**src/logic/cprs_defs.svh**
```systemverilog
// Constants for the card punch row setup block.
// Assumes inclusion by the package and the design modules only.
`ifndef CPRS_DEFS_SVH
`define CPRS_DEFS_SVH
`define CPRS_NUM_COLUMNS    45
`define CPRS_NUM_LINES      10
`define CPRS_NUM_GROUPS     5
`define CPRS_NUM_ROWS       12
`define CPRS_LAST_GROUP_LINES 5
`define CPRS_FIFO_DEPTH     8
`define CPRS_CAM_PULSE_NS   15000
`define CPRS_CLK_PERIOD_NS  8
`define CPRS_CAM_PULSE_CYC  ((`CPRS_CAM_PULSE_NS)/(`CPRS_CLK_PERIOD_NS))
`endif

```
**src/logic/cprs_pkg.sv**
```systemverilog
// Types for the card punch row setup block.
// Assumes cprs_defs.svh is available on the include path.
`include "cprs_defs.svh"
package cprs_pkg;
  typedef enum logic [2:0] {
    CPRS_IDLE  = 3'h0,
    CPRS_SHIFT = 3'h1,
    CPRS_LOAD  = 3'h3,
    CPRS_ROWON = 3'h2,
    CPRS_CLEAR = 3'h6,
    CPRS_PUNCH = 3'h7
  } cprs_state_type;
endpackage

```
**src/logic/cprs_fifo.sv**
```systemverilog
// Parameterised word FIFO with valid and ready on both sides.
// Assumes a single clock and an active-low asynchronous reset.
`timescale 1ns/100ps
module cprs_fifo #(
  parameter int WIDTH = 1,
  parameter int DEPTH = 8
) (
  input  wire logic             i_clk,
  input  wire logic             i_rstn,
  input  wire logic [WIDTH-1:0] i_data,
  input  wire logic             i_valid,
  output logic                  o_ready,
  output logic      [WIDTH-1:0] o_data,
  output logic                  o_valid,
  input  wire logic             i_ready
);
  localparam int AW = $clog2(DEPTH);
  logic [WIDTH-1:0] mem [DEPTH];
  logic [AW-1:0]    wr_ptr;
  logic [AW-1:0]    rd_ptr;
  logic [AW:0]      count;
  logic [AW-1:0]    next_wr_ptr;
  logic [AW-1:0]    next_rd_ptr;
  logic [AW:0]      next_count;
  logic             push;
  logic             pop;

  assign o_ready = (count != (AW+1)'(DEPTH));
  assign o_valid = (count != '0);
  assign push    = i_valid && o_ready;
  assign pop     = o_valid && i_ready;
  assign o_data  = mem[rd_ptr];

  always_comb begin
    next_wr_ptr = wr_ptr;
    next_rd_ptr = rd_ptr;
    next_count  = count;
    if (push) begin
      next_wr_ptr = (wr_ptr == AW'(DEPTH-1)) ? '0 : wr_ptr + 1'b1;
    end
    if (pop) begin
      next_rd_ptr = (rd_ptr == AW'(DEPTH-1)) ? '0 : rd_ptr + 1'b1;
    end
    if (push && !pop) begin
      next_count = count + 1'b1;
    end else if (pop && !push) begin
      next_count = count - 1'b1;
    end
  end

  always_ff @(posedge i_clk or negedge i_rstn) begin
    if (!i_rstn) begin
      wr_ptr <= '0;
      rd_ptr <= '0;
      count  <= '0;
    end else begin
      wr_ptr <= next_wr_ptr;
      rd_ptr <= next_rd_ptr;
      count  <= next_count;
    end
  end

  // Storage needs no reset; only words counted as valid are ever read.
  always_ff @(posedge i_clk) begin
    if (push) begin
      mem[wr_ptr] <= i_data;
    end
  end
endmodule

```
**src/logic/cprs_top.sv**
```systemverilog
// Card punch row setup: serial data to column latches, row lines, cams.
// Assumes the drum buffer streams bits over valid/ready and that cam
// contacts arrive asynchronously as active-low closures.
//
// Function
// - Line s under group g selects column 10*(g-2)+s; group 6 uses five.
// - A high parallel shift line requests a hole in its selected column.
// - A column latch sets only when line and group drivers are both active.
// - A set column latch holds its column line until cleared.
// - After each row's groups are loaded, clear all column latches.
// - At most one of twelve row lines is active at a time.
// - Row lines also step one after another during card sensing.
// - After all rows, a punch pulse fires all energised actuators at once.
// - Each cam closure yields one short pulse, not a level.
// - A latch accepts its set request at any time in the row interval.
// - Data shifts serially into a ten-bit register, then loads in parallel.
`timescale 1ns/100ps
`include "cprs_defs.svh"
module cprs_top
  import cprs_pkg::*;
(
  input  wire logic                         I_SYS_CLK,
  input  wire logic                         I_RSTN,
  input  wire logic                         I_DATA_BIT,
  input  wire logic                         I_DATA_VALID,
  output logic                              O_DATA_READY,
  input  wire logic                         I_SENSE_CAM_N,
  input  wire logic                         I_PUNCH_CAM_N,
  input  wire logic                         I_SENSE_STEP,
  output logic                              O_SENSE_START,
  output logic                              O_PUNCH_START,
  output logic [`CPRS_NUM_COLUMNS-1:0]      O_COLUMN_LINE,
  output logic [`CPRS_NUM_ROWS-1:0]         O_ROW_LINE,
  output logic                              O_PUNCH_FIRE,
  output logic                              O_BUSY
);
  localparam int NL = `CPRS_NUM_LINES;
  localparam int NG = `CPRS_NUM_GROUPS;
  localparam int NR = `CPRS_NUM_ROWS;
  localparam int NC = `CPRS_NUM_COLUMNS;
  localparam int PW = (`CPRS_CAM_PULSE_CYC < 1) ? 1 : `CPRS_CAM_PULSE_CYC;

  ////////////////////////////////////////////////////////////////////////
  // Cam pulse shaper: synchronise, detect closure, stretch to 15 us.

  logic [1:0]  sense_sync;
  logic [1:0]  punch_sync;
  logic        sense_prev;
  logic        punch_prev;
  logic [11:0] sense_cnt;
  logic [11:0] punch_cnt;
  logic [11:0] next_sense_cnt;
  logic [11:0] next_punch_cnt;
  logic        sense_edge;
  logic        punch_edge;

  // Cam closure is active low; sync flop 0 feeds only flop 1.
  assign sense_edge = !sense_sync[1] && sense_prev;
  assign punch_edge = !punch_sync[1] && punch_prev;

  always_comb begin
    next_sense_cnt = (sense_cnt != '0) ? sense_cnt - 1'b1 : '0;
    next_punch_cnt = (punch_cnt != '0) ? punch_cnt - 1'b1 : '0;
    if (sense_edge) begin
      next_sense_cnt = 12'(PW);
    end
    if (punch_edge) begin
      next_punch_cnt = 12'(PW);
    end
  end

  always_ff @(posedge I_SYS_CLK or negedge I_RSTN) begin
    if (!I_RSTN) begin
      sense_sync <= 2'h3;
      punch_sync <= 2'h3;
      sense_prev <= 1'b1;
      punch_prev <= 1'b1;
      sense_cnt  <= 12'h000;
      punch_cnt  <= 12'h000;
    end else begin
      sense_sync <= {sense_sync[0], I_SENSE_CAM_N};
      punch_sync <= {punch_sync[0], I_PUNCH_CAM_N};
      sense_prev <= sense_sync[1];
      punch_prev <= punch_sync[1];
      sense_cnt  <= next_sense_cnt;
      punch_cnt  <= next_punch_cnt;
    end
  end

  // A level-held closure gives one pulse only, as the edge fires once.
  assign O_SENSE_START = (sense_cnt != '0);
  assign O_PUNCH_START = (punch_cnt != '0);

  ////////////////////////////////////////////////////////////////////////
  // Data FIFO between drum buffer and shift register.

  logic fifo_bit;
  logic fifo_valid;
  logic fifo_ready;

  cprs_fifo #(
    .WIDTH (1),
    .DEPTH (`CPRS_FIFO_DEPTH)
  ) u_fifo (
    .i_clk   (I_SYS_CLK),
    .i_rstn  (I_RSTN),
    .i_data  (I_DATA_BIT),
    .i_valid (I_DATA_VALID),
    .o_ready (O_DATA_READY),
    .o_data  (fifo_bit),
    .o_valid (fifo_valid),
    .i_ready (fifo_ready)
  );

  ////////////////////////////////////////////////////////////////////////
  // Sequencer for punch setup and row stepping for sensing.

  cprs_state_type    state;
  cprs_state_type    next_state;
  logic [NL-1:0]     shift_reg;
  logic [NL-1:0]     next_shift_reg;
  logic [3:0]        bit_cnt;
  logic [3:0]        next_bit_cnt;
  logic [2:0]        group;
  logic [2:0]        next_group;
  logic [3:0]        row;
  logic [3:0]        next_row;
  logic              row_on;
  logic              next_row_on;
  logic              sensing;
  logic              next_sensing;
  logic [1:0]        step_sync;
  logic              step_prev;
  logic              step_edge;
  logic              load_pulse;
  logic              clear_pulse;
  logic              fire;
  logic              next_fire;

  assign step_edge  = step_sync[1] && !step_prev;
  assign fifo_ready = (state == CPRS_SHIFT);
  assign load_pulse = (state == CPRS_LOAD);
  assign clear_pulse = (state == CPRS_CLEAR);

  always_comb begin
    next_state     = state;
    next_shift_reg = shift_reg;
    next_bit_cnt   = bit_cnt;
    next_group     = group;
    next_row       = row;
    next_row_on    = row_on;
    next_sensing   = sensing;
    next_fire      = 1'b0;
    case (state)
      CPRS_IDLE: begin
        if (sense_edge) begin
          next_sensing = 1'b1;
          next_row     = 4'h0;
          next_row_on  = 1'b1;
        end else if (sensing && step_edge) begin
          // Rows step one after another for sensing.
          if (row == 4'(NR-1)) begin
            next_sensing = 1'b0;
            next_row_on  = 1'b0;
            next_row     = 4'h0;
          end else begin
            next_row = row + 1'b1;
          end
        end else if (punch_edge) begin
          next_sensing = 1'b0;
          next_row_on  = 1'b0;
          next_row     = 4'h0;
          next_group   = 3'h0;
          next_bit_cnt = 4'h0;
          next_state   = CPRS_SHIFT;
        end
      end
      CPRS_SHIFT: begin
        if (fifo_valid) begin
          // Serial load into the ten-bit register.
          next_shift_reg = {shift_reg[NL-2:0], fifo_bit};
          if (bit_cnt == 4'(NL-1)) begin
            next_bit_cnt = 4'h0;
            next_state   = CPRS_LOAD;
          end else begin
            next_bit_cnt = bit_cnt + 1'b1;
          end
        end
      end
      CPRS_LOAD: begin
        // One group per ten-bit load; only one group is live.
        if (group == 3'(NG-1)) begin
          next_group = 3'h0;
          next_state = CPRS_ROWON;
        end else begin
          next_group = group + 1'b1;
          next_state = CPRS_SHIFT;
        end
      end
      CPRS_ROWON: begin
        next_row_on = 1'b1;
        next_state  = CPRS_CLEAR;
      end
      CPRS_CLEAR: begin
        next_row_on = 1'b0;
        if (row == 4'(NR-1)) begin
          next_row   = 4'h0;
          next_state = CPRS_PUNCH;
        end else begin
          next_row   = row + 1'b1;
          next_state = CPRS_SHIFT;
        end
      end
      CPRS_PUNCH: begin
        // All locked actuators fire together; release is mechanical.
        next_fire  = 1'b1;
        next_state = CPRS_IDLE;
      end
      default: begin
        next_state = CPRS_IDLE;
      end
    endcase
  end

  always_ff @(posedge I_SYS_CLK or negedge I_RSTN) begin
    if (!I_RSTN) begin
      state     <= CPRS_IDLE;
      shift_reg <= 10'h000;
      bit_cnt   <= 4'h0;
      group     <= 3'h0;
      row       <= 4'h0;
      row_on    <= 1'b0;
      sensing   <= 1'b0;
      fire      <= 1'b0;
      step_sync <= 2'h0;
      step_prev <= 1'b0;
    end else begin
      state     <= next_state;
      shift_reg <= next_shift_reg;
      bit_cnt   <= next_bit_cnt;
      group     <= next_group;
      row       <= next_row;
      row_on    <= next_row_on;
      sensing   <= next_sensing;
      fire      <= next_fire;
      step_sync <= {step_sync[0], I_SENSE_STEP};
      step_prev <= step_sync[1];
    end
  end

  ////////////////////////////////////////////////////////////////////////
  // Distribution matrix and column latches.

  logic [NL-1:0] line_drv;
  logic [NG-1:0] group_drv;
  logic [NC-1:0] col_latch;
  logic [NC-1:0] next_col_latch;
  logic [NC-1:0] col_set;

  // First bit shifted in lands on the first line.
  always_comb begin
    for (int s = 0; s < NL; s++) begin
      line_drv[s] = load_pulse && shift_reg[NL-1-s];
    end
  end

  // One-hot group select.
  always_comb begin
    for (int g = 0; g < NG; g++) begin
      group_drv[g] = load_pulse && (group == 3'(g));
    end
  end

  // Column index c maps to line c mod 10 and group c div 10.
  genvar c;
  generate
    for (c = 0; c < NC; c++) begin : g_col
      assign col_set[c] = line_drv[c % NL] && group_drv[c / NL];
    end
  endgenerate

  always_comb begin
    next_col_latch = col_latch;
    if (clear_pulse) begin
      next_col_latch = '0;
    end
    // Set is taken in any cycle of the row interval.
    next_col_latch = next_col_latch | col_set;
  end

  always_ff @(posedge I_SYS_CLK or negedge I_RSTN) begin
    if (!I_RSTN) begin
      col_latch <= '0;
    end else begin
      col_latch <= next_col_latch;
    end
  end

  ////////////////////////////////////////////////////////////////////////
  // Outputs.

  always_comb begin
    for (int r = 0; r < NR; r++) begin
      O_ROW_LINE[r] = row_on && (row == 4'(r));
    end
  end

  assign O_COLUMN_LINE = col_latch;
  assign O_PUNCH_FIRE  = fire;
  assign O_BUSY        = (state != CPRS_IDLE);
endmodule

```
**config.mk**
```make
export PLATFORM = sky130hd
export DESIGN_NAME = cprs_top
export DESIGN_NICKNAME = d
export VERILOG_FILES = /design/src/logic/cprs_pkg.sv /design/src/logic/cprs_fifo.sv /design/src/logic/cprs_top.sv
export VERILOG_INCLUDE_DIRS = /design/src /design/src/logic
export SDC_FILE = /design/constraint.sdc
export NUM_CORES = 1
export LEC_CHECK = 0
export ABC_AREA = 1
export BUFFER_PORTS_ARGS = -buffer_cell sky130_fd_sc_hd__clkbuf_2
export CAP_MARGIN = 10
export CORE_UTILIZATION = 63
export DETAILED_ROUTE_END_ITERATION = 10
export GPL_TIMING_DRIVEN = 0
export PLACE_DENSITY = 0.85
export SLEW_MARGIN = 20
export SYNTH_ARGS = -nofsm -noshare
export SYNTH_HDL_FRONTEND = slang
export SYNTH_HIERARCHICAL = 1
export SYNTH_SLANG_ARGS = --single-unit
```
**constraint.sdc**
```tcl
create_clock -name I_SYS_CLK -period 3.9 [get_ports I_SYS_CLK]
set_clock_uncertainty 0.1 [all_clocks]
set_input_delay 0.78 -clock I_SYS_CLK [delete_from_list [all_inputs] [get_ports I_SYS_CLK]]
set_output_delay 0.78 -clock I_SYS_CLK [all_outputs]
set_load 0.02 [all_outputs]
```
* After elaboration in Yosys (flattened, before gate mapping) *
Memory sizes are Yosys's and may differ from the RTL's. A register that Yosys moved wholly into a read port is not among the register bits.
Index checks and enable logic that the tools add are counted.

storage, ports and cells
  flip-flop bits (word level) = 115
  memories kept = 1
  bits in read-only memories = 0
  output and inout bits = 62
  bits in latches = 0
  bits of input ports = 7
  bits in writable memories = 8

cells by class
  multipliers = 0
  equality and inequality tests = 32
  multiplexer cells = 40
  div/mod/pow operators = 0
  shift-type cells = 0
  add/sub/neg operators = 9
  reduce and logical (&&, ||, !) cells = 106
  $lt $le $gt $ge = 0
  bitwise gates (word level) = 1

memory list
  name        words  width  rd ports  clocked after Yosys merged registers in  write ports  RTL line         text
  u_fifo.mem  8      1      1         1                                        1            cprs_fifo.sv:18  logic [WIDTH-1:0] mem [DEPTH];

operators with widths
  cell                                                                  number
  1-bit logical AND                                                     80
  12-bit 2-to-1 mux                                                     4
  45-bit 2-to-1 mux                                                     1
  45-bit OR                                                             1
  4-bit 2-to-1 mux                                                      10
  3-bit 2-to-1 mux                                                      12
  12-bit nonzero test                                                   2
  12-bit by 1-bit subtractor with 12-bit output, second input constant  2
  4-bit == test, second input constant                                  5
  4-bit by 3-bit == test with 1-bit output, second input constant       4
  4-bit one-hot mux with 2 select lines                                 2
  3-bit == test, second input constant                                  5
  3-bit one-hot mux with 5 select lines                                 1
  4-bit by 1-bit adder with 4-bit output, second input constant         3
  3-bit by 2-bit == test with 1-bit output, second input constant       4
  4-bit inequality test, second input constant                          3
  5-bit AND reduction                                                   2
  3-bit by 1-bit adder with 3-bit output, second input constant         3
  3-bit nonzero test                                                    3
  4-bit by 2-bit == test with 1-bit output, second input constant       2
  2-bit inequality test, second input constant                          4
  2-bit nonzero test                                                    4
  1-bit 2-to-1 mux                                                      7
  3-bit by 1-bit == test with 1-bit output, second input constant       2
  other kinds (14)                                                      22

* Longest topological paths before layout *
  depth in word-level cells = 6
  gate-level depth with buffers = 13

* By module *
The synthesis kept the hierarchy.

by module, submodules not included
  module     instances  cells each  area an instance (um2)  sequential area each (um2)
  cprs_top   1          529         4754.6                  2635.0
  cprs_fifo  1          115         1013.5                  490.5

* Worst setup path after synthesis *
Ideal clock, no wire load.

  kind = register -> register
  start = register state[1]
  end = register u_fifo.count[3]
  cell stages (with the launch flop) = 13
  clock period less this slack = 2230 ps
  setup time = 117 ps
  path slack = 1670 ps
  buffers on the path = 0
  data required time = 3683 ps
  data arrival time = 2013 ps
  cell sequence = dfrtp_1 > nor2_4 > inv_2 > nor2_4 > nand2_2 > ha_1 > inv_1 > ha_1 > or2_2 > nand2_1 > nand2_1 > nand3_1 > nand2_1

on the way
  cells in the longest elaborated chain, start to end = 5
  elaborated cells between the ends (all ways) = 7
  classes of those cells = eq/ne (1); mux (1); reduce/logical (5)

ends and longest elaborated chain
  what                                                    RTL line         text
  start, declared                                         cprs_top.sv:118  cprs_state_type state;
  start signal, assigned                                  cprs_top.sv:238  state <= next_state;
  3-bit by 1-bit == test with 1-bit output (*)            cprs_top.sv:141  assign fifo_ready = (state == CPRS_SHIFT);
  net fifo_ready                                          cprs_top.sv:99   logic fifo_ready;
  1-bit logical AND (*)                                   cprs_fifo.sv:31  assign pop = o_valid && i_ready;
  1-bit logical NOT                                       cprs_fifo.sv:44  if (push && !pop) begin
  1-bit logical AND                                       cprs_fifo.sv:44
  4-bit 2-to-1 mux or 2-bit nonzero test (tied branches)  --
  end signal, assigned                                    cprs_fifo.sv:59  count <= next_count;
  end, declared                                           cprs_fifo.sv:21  logic [AW:0] count;

Mark *: on every way through the listed nets, which the timed path passes. The rest lies on a longest branch.
A chain may end at the register's enable or synchronous reset.

* Worst setup path after layout *
  start = register punch_cnt[1]
  end = output O_PUNCH_START

on the way
  cells in the longest elaborated chain, start to end = 1

ends and longest elaborated chain
  what                    RTL line        text
  start, declared         cprs_top.sv:51  logic [11:0] punch_cnt;
  start signal, assigned  cprs_top.sv:86  punch_cnt <= next_punch_cnt;
  12-bit nonzero test     cprs_top.sv:92  assign O_PUNCH_START = (punch_cnt != '0);
  end, declared           cprs_top.sv:31  output logic O_PUNCH_START,

Every way passes these cells.

==> results.sh <==
export IMPL_status="complete, but fails checks"
export IMPL_failed_checks="design-rule violations"
export IMPL_io_pins=69
export IMPL_rsz0062_at_grt="false"
export IMPL_syn_area_per_cell_um2=8.96
export IMPL_die_y_um=97.7
export IMPL_ir_drop_mv=0.576
export IMPL_core_area_mm2=0.00881
export IMPL_post_cts_buffers=0
export IMPL_cp_end_kind="primary output"
export IMPL_grt_max_degree=67
export IMPL_ys_seq_area_frac=0.542
export IMPL_fp_dieArea_mm2=0.00954
export IMPL_final_hold_viol_count=0
export IMPL_die_w_um=97.7
export IMPL_worst_slew_pin_slew_ns=0.494
export IMPL_globalplace_congestion=0.890
export IMPL_finalSetupTns_ns=0
export IMPL_wire_per_inst_um=15.3
export IMPL_clk_insertion_delay_late_ns=0.52
export IMPL_grt_total_usage=0.297
export IMPL_numPortBuffers=68
export IMPL_via_count=4742
export IMPL_fmax_mhz=357
export IMPL_slew_headroom=0.671
export IMPL_gr_total_overflow=0
export IMPL_grt_pass1_vias=4729
export IMPL_cp_start_kind="flip-flop"
export IMPL_p_per_area_mw_per_mm2=786
export IMPL_vias_per_cell=5.56
export IMPL_synth_warnings=6
export IMPL_synth_area_mm2=0.00577
export IMPL_path_cells="inv_1, ha_1, inv_1, nor3_1, nand4_1, clkbuf_2"
export IMPL_syn_inst=644
export IMPL_clk_pin_slew_ns=0.06
export IMPL_cts_root_buffer_cell="clkbuf_8"
export IMPL_n_antenna_cell=0
export IMPL_worstPathRequired_ns=3.02
export IMPL_p_total_w=0.00544
export IMPL_cts_buffers=17
export IMPL_setup_worst_path_class="reg -> out"
export IMPL_hold_class="in -> async"
export IMPL_htree_levels=4
export IMPL_dpl_hpwl_um=8410
export IMPL_antenna_found_initial=0
export IMPL_drv_slew=0
export IMPL_ys_ff_latch=123
export IMPL_slowest_stage="dfrtp_1"
export IMPL_crit_arrival_ns=1.92
export IMPL_initialDrtViolationCount=378
export IMPL_grt_pass1_wl_um=22000
export IMPL_synth_nets=674
export IMPL_wl_um=13100
export IMPL_finalSetupViolations=0
export IMPL_cts_hold_buf=0
export IMPL_critical_path_max_fanout=4
export IMPL_cap_violations=0
export IMPL_synthToLayoutAreaGrowth_pct=20.0
export IMPL_initial_core_util=0.655
export IMPL_cp_num_buf_inv=3
export IMPL_mostFrequentLayoutCell="nand2_1"
export IMPL_fillCellCount=531
export IMPL_crit_family="buffers and inverters"
export IMPL_cts_resized=0
export IMPL_drc=14
export IMPL_cts_tree="yes"
export IMPL_drt_pass1_iter_count=9
export IMPL_antenna_left=0
export IMPL_period_share=0.718
export IMPL_cts_sinks=123
export IMPL_largest_reg_flops=45
export IMPL_crit_top_cell="inv_1"
export IMPL_mostFrequentLayoutCells="183 x nand2_1, 109 x dfrtp_1, 69 x nor2_1"
export IMPL_fin_crit_ns=2.80
export IMPL_power_leakage_nw=3.50
export IMPL_clk_path_buf_depth=2
export IMPL_slowest_delay_ns=0.39
export IMPL_ys_types=33
export IMPL_layout_drive_gt1_share=0.201
export IMPL_rows=34
export IMPL_layout_nets=762
cells by family (layout without fill, tap and decap cells):
logic type	Yosys count	count (layout)	synth area share
and+or+nand+nor	332	332	0.254
DFF	123	123	0.542
adders and majority gates	23	23	0.0512
buffers and inverters	71	172	0.0562
xor gates and xnor gates	14	14	0.0213
AOI/OAI and AO/OA	81	81	0.0759
where the power goes:
part | total, W | switching (W) | internal (W)
Combinational | 0.00183 | 0.00120 | 0.000623
Sequential | 0.00192 | 0.000291 | 0.00163
Clock | 0.00169 | 0.000622 | 0.00107
Total | 0.00544 | 0.00212 | 0.00332
synthesized netlist by cell type, drive strengths merged:
cell,number,area share
dfrtp,109,0.47
or2,3,0.0033
o21ai,70,0.063
buf,7,0.014
edfxtp,8,0.042
nand4,6,0.0065
xnor2,8,0.012
xor2,6,0.0091
a21oi,7,0.0074
ha,22,0.048
dfstp,6,0.027
inv,63,0.042
o21bai,2,0.0026
nand3b,3,0.0039
nand3,52,0.054
o211ai,1,0.0013
nor3,2,0.0017
fa,1,0.0035
nor2,74,0.053
clkbuf,1,0.00065
a21boi,1,0.0013
nand2,192,0.13
worst register-to-register path, cell delays in order, from the launching register on:
cell,delay [ns]
dfrtp_1,0.46
nor2_4,0.29
inv_2,0.09
nor2_4,0.18
nand2_2,0.13
ha_1,0.22
inv_1,0.16
ha_1,0.31
or2_2,0.30
nand2_1,0.07
nand2_1,0.05
nand3_1,0.07
nand2_1,0.06
worst paths after layout:
kind | slack (ns) | to | cells past startpoint | startpoint
min in group I_SYS_CLK | 0.24 | sense_sync[0] | 1 | I_SENSE_CAM_N
min reg2reg | 0.26 | punch_sync[1] | 0 | punch_sync[0]
max reg2reg | 1.32 | u_fifo/count[3] | 12 | state[1]
min | 0.10 | sense_cnt[9] | 1 | I_RSTN
max in group asynchronous | 2.95 | O_COLUMN_LINE[20] | 2 | I_RSTN
max | 1.10 | O_PUNCH_START | 6 | punch_cnt[1]
metal layers:
| layer | track usage | wire length (µm) |
|---|---|---|
| met1 | 0.342 | 5200 |
| met4 | 0.136 | 268 |
| met2 | 0.522 | 6970 |
| met5 | 0 | 0 |
| met3 | 0.0727 | 613 |
final cells by class:
cell class	instances	area, µm²	share of cell area
inverters	63	241	0.0349
repair buffers	69	377	0.0544
flip-flops and latches	123	3130	0.452
well taps	108	135	0.0195
clock inverters	15	226	0.0327
clock buffers	17	414	0.0598
multi-input cells	450	2320	0.335
plain buffers	8	82.6	0.0119
metrics by stage:
step	cells	utilization	area, µm²	worst slack [ns]	hold WS, ns
after floorplan	644	-	5770	1.67	0.231
after global placement	820	0.709	6240	0.424	0.239
after detailed placement	821	0.713	6280	1.42	0.246
after CTS	853	0.786	6920	1.07	0.102
after global routing	853	0.786	6920	0.983	0.114
final	853	0.786	6920	1.10	0.102
Power figures use the tool's default switching activity.
